### config.mk
export PLATFORM = sky130hd
export DESIGN_NAME = lbm_bus_master
export DESIGN_NICKNAME = d
export VERILOG_FILES = /design/src/lbm_pkg.sv /design/src/lbm_bus_master.sv
export VERILOG_INCLUDE_DIRS = /design/src
export SDC_FILE = /design/constraint.sdc
export NUM_CORES = 1
export LEC_CHECK = 0
export ABC_AREA = 1
export BUFFER_PORTS_ARGS = -buffer_cell sky130_fd_sc_hd__buf_2
export CORE_ASPECT_RATIO = 0.8
export CORE_MARGIN = 3
export CORE_UTILIZATION = 55
export CTS_BUF_LIST = sky130_fd_sc_hd__clkbuf_4 sky130_fd_sc_hd__clkbuf_8
export CTS_CLUSTER_SIZE = 14
export DETAILED_ROUTE_END_ITERATION = 12
export PLACE_DENSITY = 0.85
export SYNTH_ARGS = -nofsm -noshare
export SYNTH_HDL_FRONTEND = slang
export SYNTH_SLANG_ARGS = --single-unit
### constraint.sdc
create_clock -name clk_sys -period 1.7 [get_ports clk_sys]
set_input_delay 0.085 -clock clk_sys [delete_from_list [all_inputs] [get_ports clk_sys]]
set_output_delay 0.085 -clock clk_sys [all_outputs]
set_load 0.05 [all_outputs]
### src/lbm_defs.svh
`ifndef LBM_DEFS_SVH
`define LBM_DEFS_SVH

// ==========================================================
// Register offsets in the 32-byte slave space
`define LBM_ADDR_W          5
`define LBM_OFF_SWRESET     5'h14
`define LBM_OFF_BLCTRL      5'h18
`define LBM_OFF_ARBCTRL     5'h1C

// ==========================================================
// Field positions and reset values
`define LBM_CLL_MSB         15
`define LBM_CLL_LSB         11
`define LBM_LINEAR_BURST_COUNT_MSB       2
`define LBM_LINEAR_BURST_COUNT_LSB       0
`define LBM_BLCTRL_RST      16'h2000
`define LBM_ARB_PRIO_BIT    0
`define LBM_ARB_STOP_BIT    1
`define LBM_ARBCTRL_RST     16'h0000
`define LBM_STAT_HOLD_BIT   8
`define LBM_STAT_HLDA_BIT   9

// ==========================================================
// Line length codes
`define LBM_CLL_NONE        5'h00
`define LBM_CLL_A2          5'h01
`define LBM_CLL_A3          5'h02
`define LBM_CLL_A4          5'h04
`define LBM_CLL_A5          5'h08
`define LBM_CLL_A6          5'h10

// ==========================================================
// Synchroniser bit positions
`define LBM_NSYNC           8
`define LBM_SY_RESET        0
`define LBM_SY_GRANT        1
`define LBM_SY_RDYRTN       2
`define LBM_SY_BRDY         3
`define LBM_SY_BOFF         4
`define LBM_SY_AHOLD        5
`define LBM_SY_CHREQ        6
`define LBM_SY_VLMODE       7

// ==========================================================
// Timing
`define LBM_RESET_HOLD_MAX_CYC 6

`endif

### src/lbm_pkg.sv
package lbm_pkg;

  // ==========================================================
  // Machine states
  typedef enum logic [2:0] {
    M_IDLE,
    M_REQ,
    M_ADDR,
    M_DATA,
    M_BOFF,
    M_DROP,
    M_CHAIN
  } lbm_mstate_e;

  typedef enum logic [0:0] {
    S_IDLE,
    S_ACK
  } lbm_sstate_e;

  // ==========================================================
  // One higher-level operation: one or two basic transfers
  typedef struct packed {
    logic        write;
    logic        linear;
    logic        two;
    logic [29:0] addr;
    logic [3:0]  be;
    logic [31:0] wdata0;
    logic [31:0] wdata1;
  } lbm_op_s;

endpackage : lbm_pkg

### src/lbm_bus_master.sv
`include "lbm_defs.svh"

module lbm_bus_master (
  // Clock and reset
  input  wire logic             clk_sys,
  input  wire logic             reset_n,
  // Slave register port
  input  wire logic             slv_sel,
  input  wire logic             slv_rd,
  input  wire logic             slv_wr,
  input  wire logic [4:0]       slv_addr,
  input  wire logic [15:0]      slv_wdata,
  output logic      [15:0]      slv_rdata,
  output logic                  slv_rdy_n,
  output logic                  slv_rdy_oe,
  output logic                  slv_claim,
  // Operation request from buffer management
  input  wire logic             op_valid,
  input  wire lbm_pkg::lbm_op_s op,
  input  wire logic             preempt,
  output logic                  op_ack,
  output logic                  op_done,
  output logic      [31:0]      rd_data,
  output logic                  rd_valid,
  // Arbitration pins
  input  wire logic             hw_reset_pin,
  input  wire logic             vl_mode_pin,
  input  wire logic             grant_pin,
  output logic                  hold_pin,
  input  wire logic             chained_hold_request_in,
  output logic                  chained_hold_ack_out,
  // Cycle control pins
  input  wire logic             rdyrtn_n,
  input  wire logic             brdy_n,
  input  wire logic             boff_n,
  input  wire logic             ahold,
  output logic                  ads_n,
  output logic                  wr_out,
  output logic      [3:0]       be_n_out,
  output logic                  ctl_oe,
  // Address and data pins
  output logic      [31:2]      addr_out,
  output logic      [31:2]      addr_oe,
  output logic      [31:0]      data_out,
  output logic                  data_oe,
  input  wire logic [31:0]      data_in
);

  // ==========================================================
  // Decoders
  function automatic logic [29:0] float_mask(input logic [4:0] cache_line_length);
    logic [29:0] m;
    m = 30'h0;
    case (cache_line_length)
      `LBM_CLL_A2: m = 30'h3FFFFFFF;
      `LBM_CLL_A3: m = 30'h3FFFFFFE;
      `LBM_CLL_A4: m = 30'h3FFFFFFC;
      `LBM_CLL_A5: m = 30'h3FFFFFF8;
      `LBM_CLL_A6: m = 30'h3FFFFFF0;
      default:     m = 30'h0;
    endcase
    return m;
  endfunction : float_mask

  function automatic logic [29:0] low_group(input logic [2:0] lbc);
    logic [29:0] m;
    m = 30'h0;
    for (int i = 0; i < 8; i++)
      if (i < int'(lbc))
        m[i] = 1'b1;
    return m;
  endfunction : low_group

  // ==========================================================
  // Input synchronisers
  logic [`LBM_NSYNC-1:0] sy_in;
  logic [`LBM_NSYNC-1:0] sy_a;
  logic [`LBM_NSYNC-1:0] sy_b;
  logic [31:0]           din_a;
  logic [31:0]           din_b;

  assign sy_in = {vl_mode_pin, chained_hold_request_in, ahold, boff_n,
                  brdy_n, rdyrtn_n, grant_pin, hw_reset_pin};

  // The first stage is read only by the second
  genvar g;
  generate
    for (g = 0; g < `LBM_NSYNC; g++) begin : g_sync
      always_ff @(posedge clk_sys)
      begin
        sy_a[g] <= sy_in[g];
        sy_b[g] <= sy_a[g];
      end
    end
  endgenerate

  always_ff @(posedge clk_sys)
  begin
    din_a <= data_in;
    din_b <= din_a;
  end

  // ==========================================================
  // Decoded bus conditions
  logic vl;
  logic hw_rst;
  logic grant;
  logic rdy;
  logic boff;
  logic ahold_s;
  logic chreq;

  assign vl      = sy_b[`LBM_SY_VLMODE];
  // The alternate mode uses the opposite sense on the reset, grant and hold pins
  assign hw_rst  = sy_b[`LBM_SY_RESET] ^ vl;
  assign grant   = sy_b[`LBM_SY_GRANT] ^ vl;
  assign rdy     = ~sy_b[`LBM_SY_RDYRTN] | ~sy_b[`LBM_SY_BRDY];
  assign boff    = ~sy_b[`LBM_SY_BOFF];
  assign ahold_s = sy_b[`LBM_SY_AHOLD];
  assign chreq   = sy_b[`LBM_SY_CHREQ];

  // ==========================================================
  // Registers
  lbm_pkg::lbm_mstate_e mstate;
  lbm_pkg::lbm_sstate_e sstate;
  logic [15:0]          blctrl;
  logic [15:0]          arbctrl;
  logic                 swr_halt;
  logic                 halt;
  logic                 prio_int;
  logic                 hold_act;
  logic                 preempt_seen;

  assign halt     = arbctrl[`LBM_ARB_STOP_BIT] | swr_halt;
  assign prio_int = arbctrl[`LBM_ARB_PRIO_BIT];

  always_ff @(posedge clk_sys)
  begin
    if (!reset_n || hw_rst)
    begin
      blctrl  <= `LBM_BLCTRL_RST;
      arbctrl <= `LBM_ARBCTRL_RST;
    end
    else if (sstate == lbm_pkg::S_IDLE && slv_sel && slv_wr)
    begin
      if (slv_addr == `LBM_OFF_BLCTRL)
        blctrl <= slv_wdata;
      if (slv_addr == `LBM_OFF_ARBCTRL)
        arbctrl <= slv_wdata;
    end
  end

  // Reading the reset port halts the master; a new read wins over clear
  always_ff @(posedge clk_sys)
  begin
    if (!reset_n || hw_rst)
      swr_halt <= 1'b0;
    else if (sstate == lbm_pkg::S_IDLE && slv_sel && slv_rd &&
             slv_addr == `LBM_OFF_SWRESET)
      swr_halt <= 1'b1;
    else if (mstate == lbm_pkg::M_DROP)
      swr_halt <= 1'b0;
  end

  // ==========================================================
  // Slave machine
  always_ff @(posedge clk_sys)
  begin
    if (!reset_n)
    begin
      sstate    <= lbm_pkg::S_IDLE;
      slv_rdy_n <= 1'b1;
      slv_rdata <= 16'h0000;
    end
    else
      case (sstate)
        lbm_pkg::S_IDLE:
          if (slv_sel && (slv_rd || slv_wr))
          begin
            sstate    <= lbm_pkg::S_ACK;
            slv_rdy_n <= 1'b0;
            case (slv_addr)
              `LBM_OFF_BLCTRL:  slv_rdata <= blctrl;
              `LBM_OFF_ARBCTRL:
              begin
                slv_rdata <= arbctrl;
                slv_rdata[`LBM_STAT_HOLD_BIT] <= hold_act;
                slv_rdata[`LBM_STAT_HLDA_BIT] <= grant;
              end
              default:          slv_rdata <= 16'h0000;
            endcase
          end
        lbm_pkg::S_ACK:
        begin
          sstate    <= lbm_pkg::S_IDLE;
          slv_rdy_n <= 1'b1;
        end
        default:
        begin
          sstate    <= lbm_pkg::S_IDLE;
          slv_rdy_n <= 1'b1;
        end
      endcase
  end

  // Enable moves half a cycle apart from the value to avoid contention
  always_ff @(negedge clk_sys)
  begin
    if (!reset_n)
      slv_rdy_oe <= 1'b0;
    else
      slv_rdy_oe <= (sstate == lbm_pkg::S_ACK);
  end

  // Claim must answer before the next edge, so it is not registered
  assign slv_claim = slv_sel;

  // ==========================================================
  // Master machine
  lbm_pkg::lbm_op_s cur;
  logic [29:0]      cur_addr;
  logic             second;
  logic [29:0]      lo_grp;
  logic [29:0]      fl_mask;

  assign lo_grp  = low_group(blctrl[`LBM_LINEAR_BURST_COUNT_MSB:`LBM_LINEAR_BURST_COUNT_LSB]);
  assign fl_mask = float_mask(blctrl[`LBM_CLL_MSB:`LBM_CLL_LSB]);

  always_ff @(posedge clk_sys)
  begin
    if (!reset_n || hw_rst)
    begin
      // No grant wait: hold falls one cycle after the pin clears the two sync stages
      mstate   <= lbm_pkg::M_IDLE;
      hold_pin <= reset_n ? vl : 1'b0;
      hold_act <= 1'b0;
      chained_hold_ack_out <= 1'b0;
      cur      <= '0;
      cur_addr <= 30'h0;
      second   <= 1'b0;
      op_ack   <= 1'b0;
      op_done  <= 1'b0;
      rd_valid <= 1'b0;
      rd_data  <= 32'h0;
      ads_n    <= 1'b1;
      wr_out   <= 1'b0;
      be_n_out <= 4'hF;
      ctl_oe   <= 1'b0;
      addr_out <= 30'h0;
      addr_oe  <= 30'h0;
      data_out <= 32'h0;
      data_oe  <= 1'b0;
    end
    else
    begin
      op_ack   <= 1'b0;
      op_done  <= 1'b0;
      rd_valid <= 1'b0;
      case (mstate)
        lbm_pkg::M_IDLE:
        begin
          if (op_valid && !halt && !(chreq && !prio_int))
          begin
            cur      <= op;
            cur_addr <= op.addr;
            second   <= 1'b0;
            op_ack   <= 1'b1;
            hold_pin <= ~vl;
            hold_act <= 1'b1;
            mstate   <= lbm_pkg::M_REQ;
          end
          else if (chreq)
          begin
            hold_pin <= ~vl;
            hold_act <= 1'b1;
            mstate   <= lbm_pkg::M_CHAIN;
          end
        end
        lbm_pkg::M_CHAIN:
        begin
          chained_hold_ack_out <= grant && chreq;
          if (!chreq)
          begin
            hold_pin <= vl;
            hold_act <= 1'b0;
            mstate   <= lbm_pkg::M_IDLE;
          end
        end
        lbm_pkg::M_REQ:
          if (grant)
          begin
            if (halt)
            begin
              // Brief ownership with no access performed
              hold_pin <= vl;
              hold_act <= 1'b0;
              mstate   <= lbm_pkg::M_DROP;
            end
            else
              mstate <= lbm_pkg::M_ADDR;
          end
        lbm_pkg::M_ADDR:
          if (!ahold_s && !boff)
          begin
            ads_n    <= 1'b0;
            ctl_oe   <= 1'b1;
            wr_out   <= cur.write;
            be_n_out <= ~cur.be;
            addr_out <= cur_addr;
            addr_oe  <= 30'h3FFFFFFF;
            data_out <= second ? cur.wdata1 : cur.wdata0;
            data_oe  <= cur.write;
            mstate   <= lbm_pkg::M_DATA;
          end
          else
          begin
            ads_n <= 1'b1;
            if (boff)
            begin
              // A pending second transfer must not keep driving the bus
              ctl_oe  <= 1'b0;
              addr_oe <= 30'h0;
              data_oe <= 1'b0;
            end
          end
        lbm_pkg::M_DATA:
        begin
          ads_n <= 1'b1;
          if (boff)
          begin
            // Ready in this cycle is discarded
            ctl_oe  <= 1'b0;
            addr_oe <= 30'h0;
            data_oe <= 1'b0;
            mstate  <= lbm_pkg::M_BOFF;
          end
          else if (rdy)
          begin
            // Ready ends the cycle even while address hold floats lines
            rd_data  <= din_b;
            rd_valid <= ~cur.write;
            data_oe  <= 1'b0;
            if (!cur.two || second)
            begin
              // Preemption never cuts an operation short
              op_done  <= 1'b1;
              hold_pin <= vl;
              hold_act <= 1'b0;
              ctl_oe   <= 1'b0;
              addr_oe  <= 30'h0;
              mstate   <= lbm_pkg::M_IDLE;
            end
            else
            begin
              second <= 1'b1;
              if (cur.linear)
                cur_addr <= (cur_addr & ~lo_grp) |
                            ((cur_addr + 30'h1) & lo_grp);
              else
                cur_addr <= cur_addr + 30'h1;
              mstate <= lbm_pkg::M_ADDR;
            end
          end
          else if (ahold_s)
            addr_oe <= ~fl_mask;
          else
            addr_oe <= 30'h3FFFFFFF;
        end
        lbm_pkg::M_BOFF:
          if (!boff)
            mstate <= lbm_pkg::M_ADDR;
        lbm_pkg::M_DROP:
          mstate <= lbm_pkg::M_IDLE;
        default:
          mstate <= lbm_pkg::M_IDLE;
      endcase
    end
  end

  // ==========================================================
  // Preemption is only noted in preempt_seen, which no output or status read shows; the operation completes
  always_ff @(posedge clk_sys)
  begin
    if (!reset_n || mstate == lbm_pkg::M_IDLE)
      preempt_seen <= 1'b0;
    else if (preempt)
      preempt_seen <= 1'b1;
  end

endmodule : lbm_bus_master

=== Word level (Yosys, flattened, before mapping) ===
Index checks and enable logic that the tools add are counted.

* Add/subtract/negate cells: 1
* Order comparisons: 7
* Equal/unequal tests: 37
* Mux-type cells: 77
* Bitwise operators: 19
* Reductions and logical operators: 40

{| class="wikitable"
|+ Operator list
! kind !! count
|-
| $mux W30 || 11
|-
| $pmux W30 S5 || 1
|-
| $pmux W30 S2 || 2
|-
| $mux W1 || 42
|-
| $mux W32 || 1
|-
| $pmux W16 S2 || 1
|-
| $add A30 B1 Y30 const B || 1
|-
| $and A30 B30 Y30 || 1
|-
| $and A30 B7 Y30 || 1
|-
| $ne A3 B3 Y1 const B || 10
|-
| $not A30 Y30 || 1
|-
| $not A7 Y30 || 1
|-
| $or A30 B30 Y30 || 1
|-
| $mux W3 || 9
|-
| $eq A5 B5 Y1 const B || 4
|-
| $ne A2 B2 Y1 const B || 10
|-
| $pmux W3 S6 || 1
|-
| $reduce_and A8 Y1 || 2
|-
| $pmux W1 S2 || 6
|-
| $logic_and A1 B1 Y1 || 10
|-
| $reduce_and A2 Y1 || 5
|-
| $eq A3 B3 Y1 const B || 3
|-
| $lt A3 B3 Y1 const A || 3
|-
| $not A1 Y1 || 9
|-
| 27 further kinds || 45
|}

* Register bits after elaboration: 375
* Input port bits: 169
* Output and inout bits: 156
* Logic and storage cells: 230

=== Logic depth before layout (Yosys ltp) ===
* Depth after elaboration: 10
* Gate-level depth with buffers: 11
* Gate-level depth less buffers: 11

==> results.rst <==
.. list-table::
   :header-rows: 1

   * - Metric
     - Value
   * - CTS sink count
     - 348
   * - Post-DP HPWL
     - 26,980 um
   * - Via count of the first global-routing pass
     - 14.42k
   * - Internal reg-to-reg setup slack
     - -0.13 ns
   * - Number of buffers created by CTS
     - 51
   * - Slew at the pin closest to its max-slew limit
     - 0.5085 ns
   * - Via Count
     - 14.89k
   * - Pin count of the biggest net entering global routing
     - 64
   * - Cells along the critical path
     - buf_6
   * - Top-level I/O count
     - 325
   * - YS warnings
     - 0
   * - Final wirelength
     - 50,210 um
   * - Remaining max-slew budget at the tightest pin
     - 0.6574
   * - Count of mapped cells out of synthesis
     - 1,766
   * - Hold Violations, Final
     - 0
   * - Clock H-tree levels
     - 2
   * - Crit path max-delay family
     - flip-flops
   * - Total leakage power
     - 8.760 nW
   * - Layout cells sized above 1
     - 0.2673
   * - Core box area
     - 23,590 um2
   * - Number of design rule violations left after detail routing
     - 0
   * - Violated checks
     - setup timing
   * - Pwr Density
     - 1143 nW/um2
   * - Final critical-path setup slack
     - -0.2767 ns
   * - Net count of the mapped netlist
     - 1,936
   * - Max-cap check violation count
     - 0
   * - Net count of the finished layout
     - 2,460
   * - Total die area
     - 26,110 um2
   * - Worst Hold Slack
     - 0.02120 ns
   * - Portion of synthesized cell area occupied by the leading cell type
     - 0.5219
   * - Worst vdd rail ir drop
     - 946.6 uV
   * - Clock tree root driver cell
     - clkbuf_8
   * - Port Buffers
     - 323
   * - Outcome
     - complete, but fails checks
   * - Clock-pin transition on the worst setup and hold timing paths
     - 0.07 ns
   * - Share of flip-flops with an asynchronous set or reset after synthesis
     - 0
   * - Unrepaired setup endpoints after global routing
     - yes
   * - Top cells by area in the synthesized netlist
     - dfxtp_1 52%, nor2_1 9.8%, o21ai_0 8.7%
   * - Synthesized area divided by synthesized cell count
     - 7.537 um2
   * - Crit path launch
     - slv_rdy_oe
   * - Area of the mapped netlist
     - 13,310 um2
   * - Most used DFF post-synth
     - dfxtp_1
   * - Count of flip-flops with a built-in enable after synthesis
     - 1
   * - WP buf/inv
     - 1
   * - Setup clock skew after layout
     - 0.02156 ns
   * - First-pass GRT wire length
     - 74,790 um
   * - Sequential cell area fraction in the yosys report
     - 0.5242
   * - Post-synthesis register bit count
     - 348
   * - Count of unique library cells instantiated by Yosys
     - 39
   * - Insertion delay to the later sink of the worst-skew pair
     - 0.60 ns
   * - Type of the setup path with the least slack
     - register to output pin
   * - Leading cell type by number of instances after synthesis
     - nor2_1
   * - Final Wtd Congestion
     - 0.9139
   * - Pre-CTS worst setup slack
     - -0.01078 ns
   * - Area growth from synthesis to final layout
     - 43.46%
   * - Drt first-iter violations
     - 1,511
   * - Average wire per cell in the routed design
     - 18.98 um
   * - Core Rows
     - 50
   * - Number of antenna violations at the first check in global routing
     - 2
   * - Sort of element at the end of the critical path
     - output pin
   * - Endpoint arrival time on the critical path
     - 1.89 ns
   * - Critical Path RT
     - 1.62 ns
   * - TritonCTS clock tree
     - yes
   * - Grt ovf
     - 0
   * - Most frequent cells after synthesis
     - 348 x nor2_1, 347 x dfxtp_1, 293 x nand2_1
   * - Peak per-stage delay on the critical path
     - 0.31 ns
   * - Antenna Nets Post-Route
     - 0
   * - Count of final max-slew check failures
     - 0
   * - Critical R2R Launch
     - mstate[1]
   * - Yosys top cell by area
     - dfxtp_1
   * - Critical Path Source Type
     - register
   * - Maximum buffer depth of the clock tree
     - 3
   * - Chip height
     - 145.1 um
   * - Total Routing Usage GR
     - 0.3446
   * - Critical path fanouts, max
     - 1
   * - Final setup violation count
     - 24
   * - Pre-Repair DR Iteration Count
     - 6
   * - Initial Utilization
     - 0.5644
   * - Min-Delay Path Class
     - input pin to register
   * - Hold_sp
     - slv_addr[1]
   * - Overall die width
     - 179.9 um
   * - Average via count per standard cell
     - 5.628
   * - CP max-delay cell
     - dfxtp_2
-- flip-flops by register name, summed over array words and instances, names as in the netlist, 8 cells and up, named ones only --
name and flops:
rd_data 32, data_out 32, cur_addr 24, blctrl 16, arbctrl 14, din_a 32, cur 71, slv_rdata 16
addr_out 30, sy_a 8, din_b 32
-- stage by stage --
stage / utilization / total power [mW] / instance area, um2 / instances / setup TNS [ns]
3_5_place_dp: 0.6516 / 12.71 / 15370 / 2350 / -0.01078
3_3_place_gp: 0.6516 / 12.63 / 15370 / 2350 / 0
6_report: 0.8096 / 21.83 / 19090 / 2645 / -1.648
2_1_floorplan: - / 11.66 / 13310 / 1766 / 0
4_1_cts: 0.7712 / 20.21 / 18190 / 2612 / -1.965
5_1_grt: 0.8096 / 22.55 / 19090 / 2645 / -4.658
-- timing repair --
action,4_1_cts,5_1_grt
gates cloned,0,11
gates resized for setup,6,143
buffers inserted,2,21
setup endpoints to repair,35,249
pin swaps,2,18
hold endpoints to repair,173,0
hold buffers,166,0
-- layout by cell type (no fill, tap or decap), types with 5 or more instances in the layout --
| cell | netlist | layout |
|---|---|---|
| inv_1 | 151 | 152 |
| dfxtp_1 | 347 | 340 |
| nor2_2 | 2 | 16 |
| clkbuf_4 | 0 | 12 |
| o21ai_0 | 231 | 226 |
| xor2_1 | 5 | 5 |
| buf_2 | 18 | 322 |
| o22ai_1 | 15 | 15 |
| clkinv_2 | 0 | 5 |
| nand2_2 | 4 | 29 |
| nor2_1 | 348 | 324 |
| buf_6 | 4 | 12 |
| nor2_4 | 4 | 14 |
| nand4_1 | 17 | 17 |
| clkbuf_8 | 0 | 70 |
| a21oi_1 | 122 | 110 |
| a31oi_1 | 34 | 33 |
| buf_12 | 0 | 12 |
| nor3_1 | 7 | 7 |
| nand2_1 | 293 | 256 |
| a21oi_2 | 0 | 12 |
| buf_4 | 30 | 61 |
| nand3_1 | 36 | 33 |
| o21ai_1 | 5 | 9 |
| dlygate4sd3_1 | 0 | 165 |
| clkbuf_16 | 0 | 10 |
| nand2_4 | 1 | 13 |
-- cells by family (layout without fill, tap and decap cells) --
family,after synthesis,count (layout),share of synthesized area
and+or+nand+nor,720,720,0.2180
other,0,2,0
buffers and inverters,275,840,0.09024
AOI/OAI and AO/OA,417,417,0.1634
xor gates and xnor gates,5,5,0.003290
adders and majority gates,1,1,0.0009399
DFF,348,348,0.5242
-- worst paths after layout --
kind	to	cells past startpoint
max	slv_rdy_oe	1
max reg2reg	data_out[11]	9
min reg2reg	din_b[26]	0
min	blctrl[13]	5
-- layout make-up --
type                       instances  area (um2)
clock inverter                    13       83.83
fill                            1398        4491
inverter                         158       630.6
tap                              312       390.4
clock buffer                      82        1054
antenna                            2       5.005
timing repair buffer             587        4472
multi-input combinational       1143        5466
sequential                       348        6993
-- metal layers --
metal  wire (um)  global-route usage  vias to the layer above  part of all wire
li1            -                   -                     6716                 -
met4        2501              0.1631                        0             0.050
met5           0                   0                        -                 0
met2       23620              0.5795                     1054              0.47
met3        5091             0.07469                      234              0.10
met1       19000              0.4223                     6882              0.38
-- power breakdown --
part	leakage [nW]	switching [mW]	internal [mW]	total (mW)
Clock	0.617	3.44	3.97	7.41
Sequential	2.85	0.392	8.69	9.08
Combinational	5.29	3.22	2.13	5.35
Power figures use the tool's default switching activity.
